$ cat src/shared/ccu_pkg.sv
package ccu_pkg;

  // Register byte offsets on the Avalon-MM slave.
  localparam logic [4:0] CCU_CFG_OFS = 5'h00;
  localparam logic [4:0] CCU_PAD_OFS = 5'h04;
  localparam logic [4:0] CCU_ALCFG_OFS = 5'h08;
  localparam logic [4:0] CCU_TWIN_OFS = 5'h0C;
  localparam logic [4:0] CCU_AWIN_OFS = 5'h10;
  localparam logic [4:0] CCU_KEY_OFS = 5'h14;

  // Field positions in the configuration, pad and alarm configuration registers.
  localparam int CFG_ON_BIT = 15;
  localparam int CFG_UNLOCK_BIT = 13;
  localparam int CFG_SYNC_BIT = 12;
  localparam int CFG_HALF_BIT = 11;
  localparam int CFG_OE_BIT = 10;
  localparam int PAD_SECSEL_BIT = 1;
  localparam int ALCFG_EN_BIT = 15;
  localparam int ALCFG_CHIME_BIT = 14;

  // Unlock key bytes.
  localparam logic [7:0] KEY_FIRST = 8'h55;
  localparam logic [7:0] KEY_SECOND = 8'hAA;

  // Timebase: crystal edges per second and the tail where reads are unsafe.
  localparam int XTAL_DIV = 32768;
  localparam logic [14:0] SYNC_TAIL = 15'h0020;

  // Reset values of the calendar, midnight of the first day.
  localparam logic [7:0] RST_DAY = 8'h01;
  localparam logic [7:0] RST_MONTH = 8'h01;
  localparam logic [7:0] RST_YEAR = 8'h00;
  localparam logic [7:0] RST_ZERO = 8'h00;

  // BCD limits.
  localparam logic [7:0] LAST_SEC = 8'h59;
  localparam logic [7:0] LAST_HOUR = 8'h23;
  localparam logic [7:0] LAST_WDAY = 8'h06;
  localparam logic [7:0] LAST_MONTH = 8'h12;
  localparam logic [7:0] LAST_YEAR = 8'h99;

  typedef enum logic [2:0] {
    KEY_IDLE = 3'b001,
    KEY_GOT1 = 3'b010,
    KEY_ARMED = 3'b100
  } ccu_key_t;

  // Avalon-MM request bundle.
  typedef struct packed {
    logic [4:0] address;
    logic read;
    logic write;
    logic [31:0] writedata;
    logic [3:0] byteenable;
  } ccu_req_t;

endpackage

$ cat src/logic/ccu_clock_calendar_unit.sv
`timescale 1ns/1ps
`default_nettype none
module ccu_clock_calendar_unit
  import ccu_pkg::*;
#(
  parameter int XTAL_DIVIDE = XTAL_DIV
) (
  input wire logic clk,
  input wire logic rst_b,
  input wire logic rtc_xtal,
  input wire logic [4:0] avs_address,
  input wire logic avs_read,
  input wire logic avs_write,
  input wire logic [31:0] avs_writedata,
  input wire logic [3:0] avs_byteenable,
  output logic [31:0] avs_readdata,
  output logic avs_waitrequest,
  output logic rtc_out
);

  typedef struct packed {
    logic [2:0] xs;
    logic [14:0] pre;
    logic [7:0] sec;
    logic [7:0] min;
    logic [7:0] hour;
    logic [7:0] wday;
    logic [7:0] day;
    logic [7:0] month;
    logic [7:0] year;
    logic [7:0] asec;
    logic [7:0] amin;
    logic [7:0] ahour;
    logic [7:0] awday;
    logic [7:0] aday;
    logic [7:0] amonth;
    logic on;
    logic unlock;
    logic oe;
    logic [1:0] tptr;
    logic [7:0] cal;
    logic secsel;
    logic aen;
    logic chime;
    logic [3:0] amask;
    logic [1:0] aptr;
    logic [7:0] arpt;
    ccu_key_t key;
    logic bus_wait;
    logic [31:0] rdata;
    logic apulse;
    logic pin;
  } ccu_state_t;

  ccu_state_t q;
  ccu_state_t next_q;
  ccu_req_t req;

  localparam logic [14:0] DIV_LAST = 15'(XTAL_DIVIDE - 1);
  localparam logic [14:0] DIV_HALF = 15'(XTAL_DIVIDE / 2);

  ////////////////////////////////////////////////////////////////////////////
  // BCD helpers.

  function automatic logic [8:0] bcd_step(input logic [7:0] v, input logic [7:0] last,
                                          input logic [7:0] first);
    if (v >= last) begin
      return {1'b1, first};
    end
    if (v[3:0] >= 4'h9) begin
      return {1'b0, v[7:4] + 4'h1, 4'h0};
    end
    return {1'b0, v[7:4], v[3:0] + 4'h1};
  endfunction

  // Within 2000 to 2099 every year divisible by four is a leap year.
  function automatic logic is_leap(input logic [7:0] y);
    if (y[4]) begin
      return (y[3:0] == 4'h2) || (y[3:0] == 4'h6);
    end
    return (y[3:0] == 4'h0) || (y[3:0] == 4'h4) || (y[3:0] == 4'h8);
  endfunction

  function automatic logic [7:0] month_last(input logic [7:0] m, input logic [7:0] y);
    case (m)
      8'h02: month_last = is_leap(y) ? 8'h29 : 8'h28;
      8'h04, 8'h06, 8'h09, 8'h11: month_last = 8'h30;
      default: month_last = 8'h31;
    endcase
  endfunction

  ////////////////////////////////////////////////////////////////////////////
  // Combinational next state.

  logic acc;
  logic acc_rd;
  logic acc_wr;
  logic xedge;
  logic sec_tick;
  logic half_tick;
  logic read_sync;
  logic alarm_hit;
  logic alarm_event;
  logic time_wr;
  logic [8:0] s_sec;
  logic [8:0] s_min;
  logic [8:0] s_hour;
  logic [8:0] s_wday;
  logic [8:0] s_day;
  logic [8:0] s_month;
  logic [8:0] s_year;
  logic [15:0] twin;
  logic [15:0] awin;
  logic [15:0] rd_mux;

  assign req = '{address: avs_address, read: avs_read, write: avs_write,
                 writedata: avs_writedata, byteenable: avs_byteenable};

  always_comb begin
    next_q = q;
    acc = (req.read || req.write) && !q.bus_wait;
    acc_rd = acc && req.read;
    acc_wr = acc && req.write;
    // The first flop feeds only the second; edges are taken further down.
    // crystal timebase sync
    next_q.xs = {q.xs[1:0], rtc_xtal};
    xedge = q.xs[1] && !q.xs[2];
    sec_tick = q.on && xedge && (q.pre == DIV_LAST);
    half_tick = q.on && xedge && (q.pre == DIV_HALF - 15'h0001);
    if (q.on && xedge) begin
      next_q.pre = (q.pre == DIV_LAST) ? 15'h0000 : q.pre + 15'h0001;
    end
    // rollover ripple window
    // A divide shorter than the tail would wrap the subtraction, so the whole second counts as unsafe then.
    read_sync = q.on && ((DIV_LAST < SYNC_TAIL) || (q.pre >= DIV_LAST - SYNC_TAIL));

    s_sec = bcd_step(q.sec, LAST_SEC, RST_ZERO);
    s_min = bcd_step(q.min, LAST_SEC, RST_ZERO);
    s_hour = bcd_step(q.hour, LAST_HOUR, RST_ZERO);
    s_wday = bcd_step(q.wday, LAST_WDAY, RST_ZERO);
    s_day = bcd_step(q.day, month_last(q.month, q.year), RST_DAY);
    s_month = bcd_step(q.month, LAST_MONTH, RST_MONTH);
    s_year = bcd_step(q.year, LAST_YEAR, RST_YEAR);
    if (sec_tick) begin
      next_q.sec = s_sec[7:0];
      if (s_sec[8]) begin
        next_q.min = s_min[7:0];
        if (s_min[8]) begin
          next_q.hour = s_hour[7:0];
          if (s_hour[8]) begin
            next_q.wday = s_wday[7:0];
            next_q.day = s_day[7:0];
            if (s_day[8]) begin
              next_q.month = s_month[7:0];
              if (s_month[8]) begin
                next_q.year = s_year[7:0];
              end
            end
          end
        end
      end
    end

    // Alarm compare; the mask adds fields that must match, wday only at 7, day from 8, and from 4'hA nothing matches.
    alarm_hit = 1'b1;
    if (q.amask >= 4'h2 && q.sec[3:0] != q.asec[3:0]) alarm_hit = 1'b0;
    if (q.amask >= 4'h3 && q.sec[7:4] != q.asec[7:4]) alarm_hit = 1'b0;
    if (q.amask >= 4'h4 && q.min[3:0] != q.amin[3:0]) alarm_hit = 1'b0;
    if (q.amask >= 4'h5 && q.min[7:4] != q.amin[7:4]) alarm_hit = 1'b0;
    if (q.amask >= 4'h6 && q.hour != q.ahour) alarm_hit = 1'b0;
    if (q.amask == 4'h7 && q.wday != q.awday) alarm_hit = 1'b0;
    if (q.amask >= 4'h8 && q.day != q.aday) alarm_hit = 1'b0;
    if (q.amask == 4'h9 && q.month != q.amonth) alarm_hit = 1'b0;
    if (q.amask >= 4'hA) alarm_hit = 1'b0;
    alarm_event = q.aen && alarm_hit && ((q.amask == 4'h0) ? (half_tick || sec_tick) : sec_tick);
    if (alarm_event) begin
      if (q.arpt != 8'h00 || q.chime) begin
        next_q.arpt = q.arpt - 8'h01;
      end else begin
        next_q.aen = 1'b0;
      end
    end
    // The alarm pulse lasts until the next half-second boundary.
    if (alarm_event) begin
      next_q.apulse = 1'b1;
    end else if (half_tick || sec_tick) begin
      next_q.apulse = 1'b0;
    end
    next_q.pin = q.oe && (q.secsel ? (q.pre < DIV_HALF) : q.apulse);

    case (q.tptr)
      2'b00: twin = {q.min, q.sec};
      2'b01: twin = {q.wday, q.hour};
      2'b10: twin = {q.month, q.day};
      default: twin = {8'h00, q.year};
    endcase
    case (q.aptr)
      2'b00: awin = {q.amin, q.asec};
      2'b01: awin = {q.awday, q.ahour};
      2'b10: awin = {q.amonth, q.aday};
      default: awin = 16'h0000;
    endcase
    case (req.address)
      CCU_CFG_OFS: rd_mux = {q.on, 1'b0, q.unlock, read_sync, (q.pre >= DIV_HALF), q.oe, q.tptr, q.cal};
      CCU_PAD_OFS: rd_mux = {14'h0000, q.secsel, 1'b0};
      CCU_ALCFG_OFS: rd_mux = {q.aen, q.chime, q.amask, q.aptr, q.arpt};
      CCU_TWIN_OFS: rd_mux = twin;
      CCU_AWIN_OFS: rd_mux = awin;
      default: rd_mux = 16'h0000;
    endcase

    // One wait state: read data is captured while waitrequest is high.
    next_q.bus_wait = !((req.read || req.write) && q.bus_wait);
    if ((req.read || req.write) && q.bus_wait) begin
      next_q.rdata = {16'h0000, rd_mux};
    end

    // Pointer side effects of window reads.
    if (acc_rd && req.address == CCU_TWIN_OFS && q.tptr != 2'b00) begin
      next_q.tptr = q.tptr - 2'b01;
    end
    if (acc_rd && req.address == CCU_AWIN_OFS && q.aptr != 2'b00) begin
      next_q.aptr = q.aptr - 2'b01;
    end

    // key sequence, armed for the next access only
    case (q.key)
      KEY_IDLE: begin
        if (acc_wr && req.address == CCU_KEY_OFS && req.writedata[7:0] == KEY_FIRST) next_q.key = KEY_GOT1;
      end
      KEY_GOT1: begin
        if (acc_wr && req.address == CCU_KEY_OFS && req.writedata[7:0] == KEY_SECOND) begin
          next_q.key = KEY_ARMED;
        end else if (acc) begin
          next_q.key = KEY_IDLE;
        end
      end
      KEY_ARMED: begin
        if (acc) next_q.key = KEY_IDLE;
      end
      default: next_q.key = KEY_IDLE;
    endcase

    // Software writes come last so that they win over a coincident tick.
    time_wr = acc_wr && req.address == CCU_TWIN_OFS && q.unlock;
    if (acc_wr && req.address == CCU_CFG_OFS) begin
      if (req.byteenable[0]) next_q.cal = req.writedata[7:0];
      if (req.byteenable[1]) begin
        next_q.oe = req.writedata[CFG_OE_BIT];
        next_q.tptr = req.writedata[9:8];
        // unlock only from the armed slot
        if (!req.writedata[CFG_UNLOCK_BIT] || q.key == KEY_ARMED) next_q.unlock = req.writedata[CFG_UNLOCK_BIT];
        if (q.unlock) next_q.on = req.writedata[CFG_ON_BIT];
      end
    end
    if (acc_wr && req.address == CCU_PAD_OFS && req.byteenable[0]) begin
      next_q.secsel = req.writedata[PAD_SECSEL_BIT];
    end
    if (acc_wr && req.address == CCU_ALCFG_OFS) begin
      if (req.byteenable[0]) next_q.arpt = req.writedata[7:0];
      if (req.byteenable[1]) begin
        next_q.aen = req.writedata[ALCFG_EN_BIT];
        next_q.chime = req.writedata[ALCFG_CHIME_BIT];
        next_q.amask = req.writedata[13:10];
        next_q.aptr = req.writedata[9:8];
      end
    end
    if (time_wr) begin
      case (q.tptr)
        2'b00: begin
          if (req.byteenable[1]) next_q.min = req.writedata[15:8];
          if (req.byteenable[0]) begin
            next_q.sec = req.writedata[7:0];
            next_q.pre = 15'h0000;
          end
        end
        2'b01: begin
          if (req.byteenable[1]) next_q.wday = req.writedata[15:8];
          if (req.byteenable[0]) next_q.hour = req.writedata[7:0];
        end
        2'b10: begin
          if (req.byteenable[1]) next_q.month = req.writedata[15:8];
          if (req.byteenable[0]) next_q.day = req.writedata[7:0];
        end
        default: begin
          if (req.byteenable[0]) next_q.year = req.writedata[7:0];
        end
      endcase
    end
    if (acc_wr && req.address == CCU_TWIN_OFS && req.byteenable[1] && q.tptr != 2'b00) begin
      next_q.tptr = q.tptr - 2'b01;
    end
    if (acc_wr && req.address == CCU_AWIN_OFS) begin
      case (q.aptr)
        2'b00: begin
          if (req.byteenable[1]) next_q.amin = req.writedata[15:8];
          if (req.byteenable[0]) next_q.asec = req.writedata[7:0];
        end
        2'b01: begin
          if (req.byteenable[1]) next_q.awday = req.writedata[15:8];
          if (req.byteenable[0]) next_q.ahour = req.writedata[7:0];
        end
        2'b10: begin
          if (req.byteenable[1]) next_q.amonth = req.writedata[15:8];
          if (req.byteenable[0]) next_q.aday = req.writedata[7:0];
        end
        default: ;
      endcase
      if (req.byteenable[1] && q.aptr != 2'b00) begin
        next_q.aptr = q.aptr - 2'b01;
      end
    end
  end

  ////////////////////////////////////////////////////////////////////////////
  // State register.

  always_ff @(posedge clk) begin
    if (!rst_b) begin
      q <= '0;
      q.day <= RST_DAY;
      q.month <= RST_MONTH;
      q.year <= RST_YEAR;
      q.key <= KEY_IDLE;
      q.bus_wait <= 1'b1;
    end else begin
      q <= next_q;
    end
  end

  assign avs_readdata = q.rdata;
  assign avs_waitrequest = q.bus_wait;
  assign rtc_out = q.pin;
endmodule
`default_nettype wire

$ cat config.mk
export PLATFORM = sky130hd
export DESIGN_NAME = ccu_clock_calendar_unit
export DESIGN_NICKNAME = d
export VERILOG_FILES = /design/src/shared/ccu_pkg.sv /design/src/logic/ccu_clock_calendar_unit.sv
export SDC_FILE = /design/constraint.sdc
export NUM_CORES = 1
export LEC_CHECK = 0
export ABC_CLOCK_PERIOD_IN_PS = 3100
export BUFFER_PORTS_ARGS = -buffer_cell sky130_fd_sc_hd__clkbuf_2
export CORE_ASPECT_RATIO = 1.25
export CORE_UTILIZATION = 55
export CTS_CLUSTER_DIAMETER = 40
export DETAILED_ROUTE_END_ITERATION = 16
export PLACE_DENSITY = 0.75
export RECOVER_POWER = 25
export SETUP_SLACK_MARGIN = 0.15
export SLEW_MARGIN = 20
export SYNTH_ARGS = -nofsm -noshare
export SYNTH_HDL_FRONTEND = slang
export SYNTH_SLANG_ARGS = --single-unit
$ cat constraint.sdc
create_clock -name clk -period 3.1 [get_ports clk]
set_clock_uncertainty 0.15 [all_clocks]
set_input_delay 0.62 -clock clk [delete_from_list [all_inputs] [get_ports clk]]
set_output_delay 0.62 -clock clk [all_outputs]
set_load 0.01 [all_outputs]
# Yosys cells after proc, flatten, opt, wreduce, memory -nomap -nowiden
# Cells that the tools add are included.
# Widths: inputs -> output; s select.
[op_classes] n_addsub=18 n_mul=0 n_div=0 bitwise_logic=0 mux=111 n_eq_ne=36 n_lt_le_gt_ge=24 n_reduce_logical=70 shift=0
[op_table] op="$mux 9" count=20
[op_table] op="$mux 8" count=21
[op_table] op="$pmux 16 s3" count=2
[op_table] op="$pmux 16 s5" count=1
[op_table] op="$mux 71" count=1
[op_table] op="$mux 16" count=4
[op_table] op="$add 4x1->4 const B" count=14
[op_table] op="$mux 56" count=1
[op_table] op="$mux 48" count=1
[op_table] op="$mux 1" count=42
[op_table] op="$mux 40" count=1
[op_table] op="$logic_and 1x1->1" count=37
[op_table] op="$ge 4x4->1 const B" count=9
[op_table] op="$mux 32" count=1
[op_table] op="$ne 8x8->1" count=4
[op_table] op="$mux 31" count=1
[op_table] op="$ge 15x15->1 const B" count=2
[op_table] op="$mux 15" count=2
[op_table] op="$reduce_and 3->1" count=8
[op_table] op="$mux 23" count=1
[op_table] op="$eq 8x3->1 const B" count=2
[op_table] op="$ge 8x7->1 const B" count=2
[op_table] op="$ne 4x4->1" count=4
[op_table] op="$add 15x1->15 const B" count=1
[op_table] op="44 further kinds" count=77
[totals] out_inout_bits=34 mem_count=0 latchBits=0 mem_bits_ro=0 wordCells=290 ramBits=0 ff_bits=174 input_bits=46

# Logic depth before layout (Yosys ltp)
[depth] word_depth=20 mapped_depth=15 ltp_nobuf=14

# Worst setup path before layout
# OpenSTA, ideal clock, no wires.
[synth_path] path_type="reg-to-reg" startpoint="register q[128] in the netlist's numbering" endpoint="register q[118] in the netlist's numbering" arrival_time_ps=2952 setup_slack_ps=-138 path_stages_with_launch=16 required_time_ps=2814 n_path_buf=1 period_less_slack_ps=3238 setup_ps=136 cell_sequence="dfxtp_1 inv_1 ha_1 mux2_2 nand2_1 o21ai_0 a31oi_1 ha_1 or4b_1 a211oi_1 o21a_1 or3_1 clkbuf_1 nor2_1 nand4b_1 a31oi_1"
[synth_via] elab_chain_len=14 word_cells_on_any_way=22 cone_classes="2 x order compare; 5 x eq/ne; 14 x mux; 1 x reduce/logical"
[synth_rtl] item="start: declaration" line_no="ccu_clock_calendar_unit.sv:55" text="ccu_state_t q;"
[synth_rtl] item="start signal: assignment" line_no="ccu_clock_calendar_unit.sv:327" text="q <= next_q;"
[synth_rtl] item="$eq 8x3->1, or another cell as far along" line_no="ccu_clock_calendar_unit.sv:85" text="case (m)"
[synth_rtl] item="$reduce_or 4->1" line_no="ccu_clock_calendar_unit.sv:85"
[synth_rtl] item="$pmux 5 s2" line_no="ccu_clock_calendar_unit.sv:85"
[synth_rtl] item="$ge 8x8->1" line_no="ccu_clock_calendar_unit.sv:67" text="if (v >= last) begin"
[synth_rtl] item="$mux 1" line_no="ccu_clock_calendar_unit.sv:67"
[synth_rtl] item="$mux 9" line_no="ccu_clock_calendar_unit.sv:70" text="if (v[3:0] >= 4'h9) begin"
[synth_rtl] item="$mux 16 (*)" line_no="ccu_clock_calendar_unit.sv:153" text="if (s_day[8]) begin"
[synth_rtl] item="$mux 32 (*)" line_no="ccu_clock_calendar_unit.sv:150" text="if (s_hour[8]) begin"
[synth_rtl] item="$mux 40 (*)" line_no="ccu_clock_calendar_unit.sv:148" text="if (s_min[8]) begin"
[synth_rtl] item="$mux 48 (*)" line_no="ccu_clock_calendar_unit.sv:146" text="if (s_sec[8]) begin"
[synth_rtl] item="$mux 56 (*)" line_no="ccu_clock_calendar_unit.sv:144" text="if (sec_tick) begin"
[synth_rtl] item="$mux 8" line_no="ccu_clock_calendar_unit.sv:286" text="if (req.byteenable[0]) next_q.year = req.writedata[7:0];"
[synth_rtl] item="$mux 8" line_no="ccu_clock_calendar_unit.sv:269" text="case (q.tptr)"
[synth_rtl] item="$mux 71 (*)" line_no="ccu_clock_calendar_unit.sv:268" text="if (time_wr) begin"
# Every way passes the cells marked *; elsewhere a longest branch is shown, timed or not.
# A chain may end at the register's enable or synchronous reset.

# Final worst setup path
[layout_path] startpoint="register q[128] in the netlist's numbering" endpoint="register q[120] in the netlist's numbering"
# The elaborated chain is that of the path after synthesis.

==> impl_metrics.yaml <==
pwr:
  total_leakage_power_nw: 4.298
  powerDensity_nw_per_um2: 389.2
  ir_drop_mv: 0.3150
drt:
  drtIter0Drc: 1113
  vias: 10180
  drc: 0
  first_pass_iters: 9
  postRouteAntennaNets: 0
  wl_per_cell_um: 20.44
  totalWireLength_um: 32230
  viasPerCell: 6.452
yosys:
  synth_seq_cells: 174
  async_flop_share_pct: 0
  synth_top_cell_by_area: "dfxtp_1"
  synth_edf_count: 0
  synth-compound-area-share_pct: 21.68
  synth-simple-area-share_pct: 23.48
  synthXorXnorAreaFrac_pct: 5.793
  post-synth-top-count-cell: "dfxtp_1"
  synthAdderAreaFrac_pct: 6.490
  ys_seq_area_share_pct: 33.46
  netlist_top_cells_area: "dfxtp_1 33%, ha_1 6.5%, a21oi_1 5.3%, nand3_1 5.1%, nand2_1 4.7%"
  synthFlopType: "dfxtp_1"
  synth_top_area_share_pct: 33.46
  synth_top_family_by_area: "simple AND/OR/NAND/NOR gates"
  syn_avg_cell_area_um2: 7.954
  yosys-mux-area-fraction_pct: 1.274
  synthCells: 1309
  yosys.cell_types.count: 79
  synth.top_cells.by_count: "174 x dfxtp_1, 129 x nand2_1, 110 x a21oi_1"
  synth_area_um2: 10410
  yosysWarnings: 0
worst_setup_path:
  r2r-start: "q[128]$_SDFF_PN0_"
  crit_start: "q[128]$_SDFF_PN0_"
  ff2ff_path_depth: 15
  start_kind: "flop"
  cp-endpoint: "q[120]$_SDFF_PN0_"
  path_class: "flop to flop"
  crit_path_end_kind: "flop"
  rrSetupSlack_ns: -0.08
  cp_data_arrival_time_ns: 3.32
  r2r-end: "q[120]$_SDFF_PN0_"
  path_max_fanout: 6
  cp_data_required_time_ns: 3.25
timing:
  setup_slack_ns: -0.07740
  layout_min_cycle_time_ns: 3.177
  slew_violations: 0
  finalSetupViolCount: 12
  tightest_slew_ns: 1.213
  rsz0062_at_grt: "yes"
  slew_headroom_pct: 19.14
  post-route-period-util_pct: 102.5
  clock.fmax_mhz: 314.7
  hold_viol: 0
placed_design:
  dpl.hpwl_um: 23090
  placed_cells: 1537
  numPortBuffers: 45
  gp_congestion: 0.9376
global_route:
  grt_pass1_wl_um: 50720
  grt.overflow.total: 0
  grt_max_degree: 50
  grt_pass1_vias: 9329
  antenna_found_initial: 0
  grt_usage_pct: 33.37
run:
  drv_cap: 0
layout:
  multi_input_area_um2: 6321
  n_antenna_cell: 0
  drive_above_1_share_pct: 13.57
  synthToLayoutAreaGrowth_pct: 11.87
  fin_nets: 1436
  regArea_um2: 3492
  fin_cells: 1577
  final_util_pct: 63.63
  nFillCells: 1569
floorplan:
  die_width_um: 125.1
  io_pins: 80
  design.core.area_um2: 18310
  die_h_um: 155.8
  die_area_um2: 19490
  initial_core_util_pct: 56.88
  fp-row-count: 55
status:
  violations: "setup timing"
  outcome: "finished with violations"
clock_network:
  clkLatencyLatePin_ns: 0.44
  cts_tree: "built"
  htreeDepth: 4
  clk_pin_slew_ns: 0.06
  ctsHoldBuffers: 0
  clock_sinks: 174
  root_buffer: "clkbuf_16"
  numCtsBuffers: 17
  clockBufferDepth: 2
worst_hold_path:
  hold_class: "input port to flop"
layer usage:
layer	vias to the layer above	wire, µm	GRT usage [%]
met5	-	0	0
met4	0	1788	19.45
met3	120	3085	6.619
met2	560	15050	55.25
met1	4732	12310	40.42
li1	4763	-	-
through the flow:
| stage | hold WS (ns) | power (W) | setup WS (ns) | TNS, ns | area (µm²) |
|---|---|---|---|---|---|
| after floorplan | 0.2619 | 0.002417 | 0.1695 | 0 | 10510 |
| after global placement | 0.2722 | 0.002480 | 0.02347 | 0 | 10880 |
| after detailed placement | 0.2835 | 0.002482 | -0.03655 | -0.2142 | 10880 |
| after CTS | 0.2379 | 0.004536 | -0.0008022 | -0.001381 | 11590 |
| after global routing | 0.2396 | 0.004652 | -0.2263 | -3.633 | 11650 |
| final | 0.2393 | 0.004533 | -0.07740 | -0.5954 | 11650 |
report_power, final:
| group | switching (W) | internal (W) | total (W) | leakage (nW) |
|---|---|---|---|---|
| Clock | 0.000969 | 0.00113 | 0.00209 | 0.271 |
| Sequential | 0.00000697 | 0.00224 | 0.00224 | 1.40 |
| Combinational | 0.000146 | 0.0000480 | 0.000194 | 2.62 |
| Total | 0.00112 | 0.00341 | 0.00453 | 4.30 |
placed cells by master (no fill, tap or decap), types with 26 or more instances in the layout:
| cell | n |
|---|---|
| dfxtp_1 | 169 |
| nand2_1 | 125 |
| a21oi_1 | 109 |
| nor2_1 | 104 |
| nand3_1 | 103 |
| buf_4 | 60 |
| ha_1 | 50 |
| o21ai_0 | 44 |
| inv_1 | 43 |
| xor2_1 | 41 |
| a222oi_1 | 32 |
| a22oi_1 | 31 |
| nor3_1 | 26 |
| xnor2_1 | 26 |
| clkbuf_1 | 26 |
how the worst min path moves through the flow:
stage,from,end,slack [ns],cells past startpoint
after floorplan,next_q[188]$_SDFF_PN0_,next_q[189]$_SDFF_PN0_,0.26,1
after global placement,next_q[188]$_SDFF_PN0_,next_q[189]$_SDFF_PN0_,0.27,1
after detailed placement,next_q[188]$_SDFF_PN0_,next_q[189]$_SDFF_PN0_,0.28,1
after global routing,rtc_xtal,next_q[188]$_SDFF_PN0_,0.24,2
after CTS,rtc_xtal,next_q[188]$_SDFF_PN0_,0.24,2
final,rtc_xtal,next_q[188]$_SDFF_PN0_,0.24,2
cell type report:
type | count | area share, %
timing repair buffer | 119 | 6.972
sequential | 174 | 29.98
clock inverter | 13 | 1.096
clock buffer | 19 | 3.717
multi-input combinational | 978 | 54.27
inverter | 46 | 1.515
tap | 228 | 2.449
cell families (layout without fill, tap and decap cells):
family | Yosys count | count (layout)
multiplexers | 13 | 13
other | 1 | 16
flip-flops | 174 | 174
AO/OA/AOI/OAI | 341 | 341
buffers and inverters | 172 | 197
AND/OR/NAND/NOR | 486 | 486
XOR/XNOR | 68 | 68
adder cells (fa/ha/maj) | 54 | 54
worst max-delay path: stages, from the launching register on:
cell and delay (ns):
dfxtp_4 0.37, inv_4 0.04, ha_4 0.14, and2b_2 0.20
nand4b_1 0.18, nor3_2 0.06, a31oi_1 0.15, ha_1 0.24
or4b_1 0.48, a211oi_2 0.27, o21a_1 0.23, nor3_4 0.07
nand2b_4 0.16, buf_12 0.14, or3_1 0.10, a31oi_1 0.07
flip-flops by register name (all words and copies together) (netlist names):
name and cells:
rtc_out 1, avs_readdata 16, next_q 2, q 154, avs_waitrequest 1
timing repair:
item | in CTS | in global routing
resized for setup | 27 | 16
setup endpoints to repair | 24 | 28
setup buffers | 2 | 5
gates cloned | 1 | 0
pin swaps | 16 | 12
(Power assumes the default switching activity.)
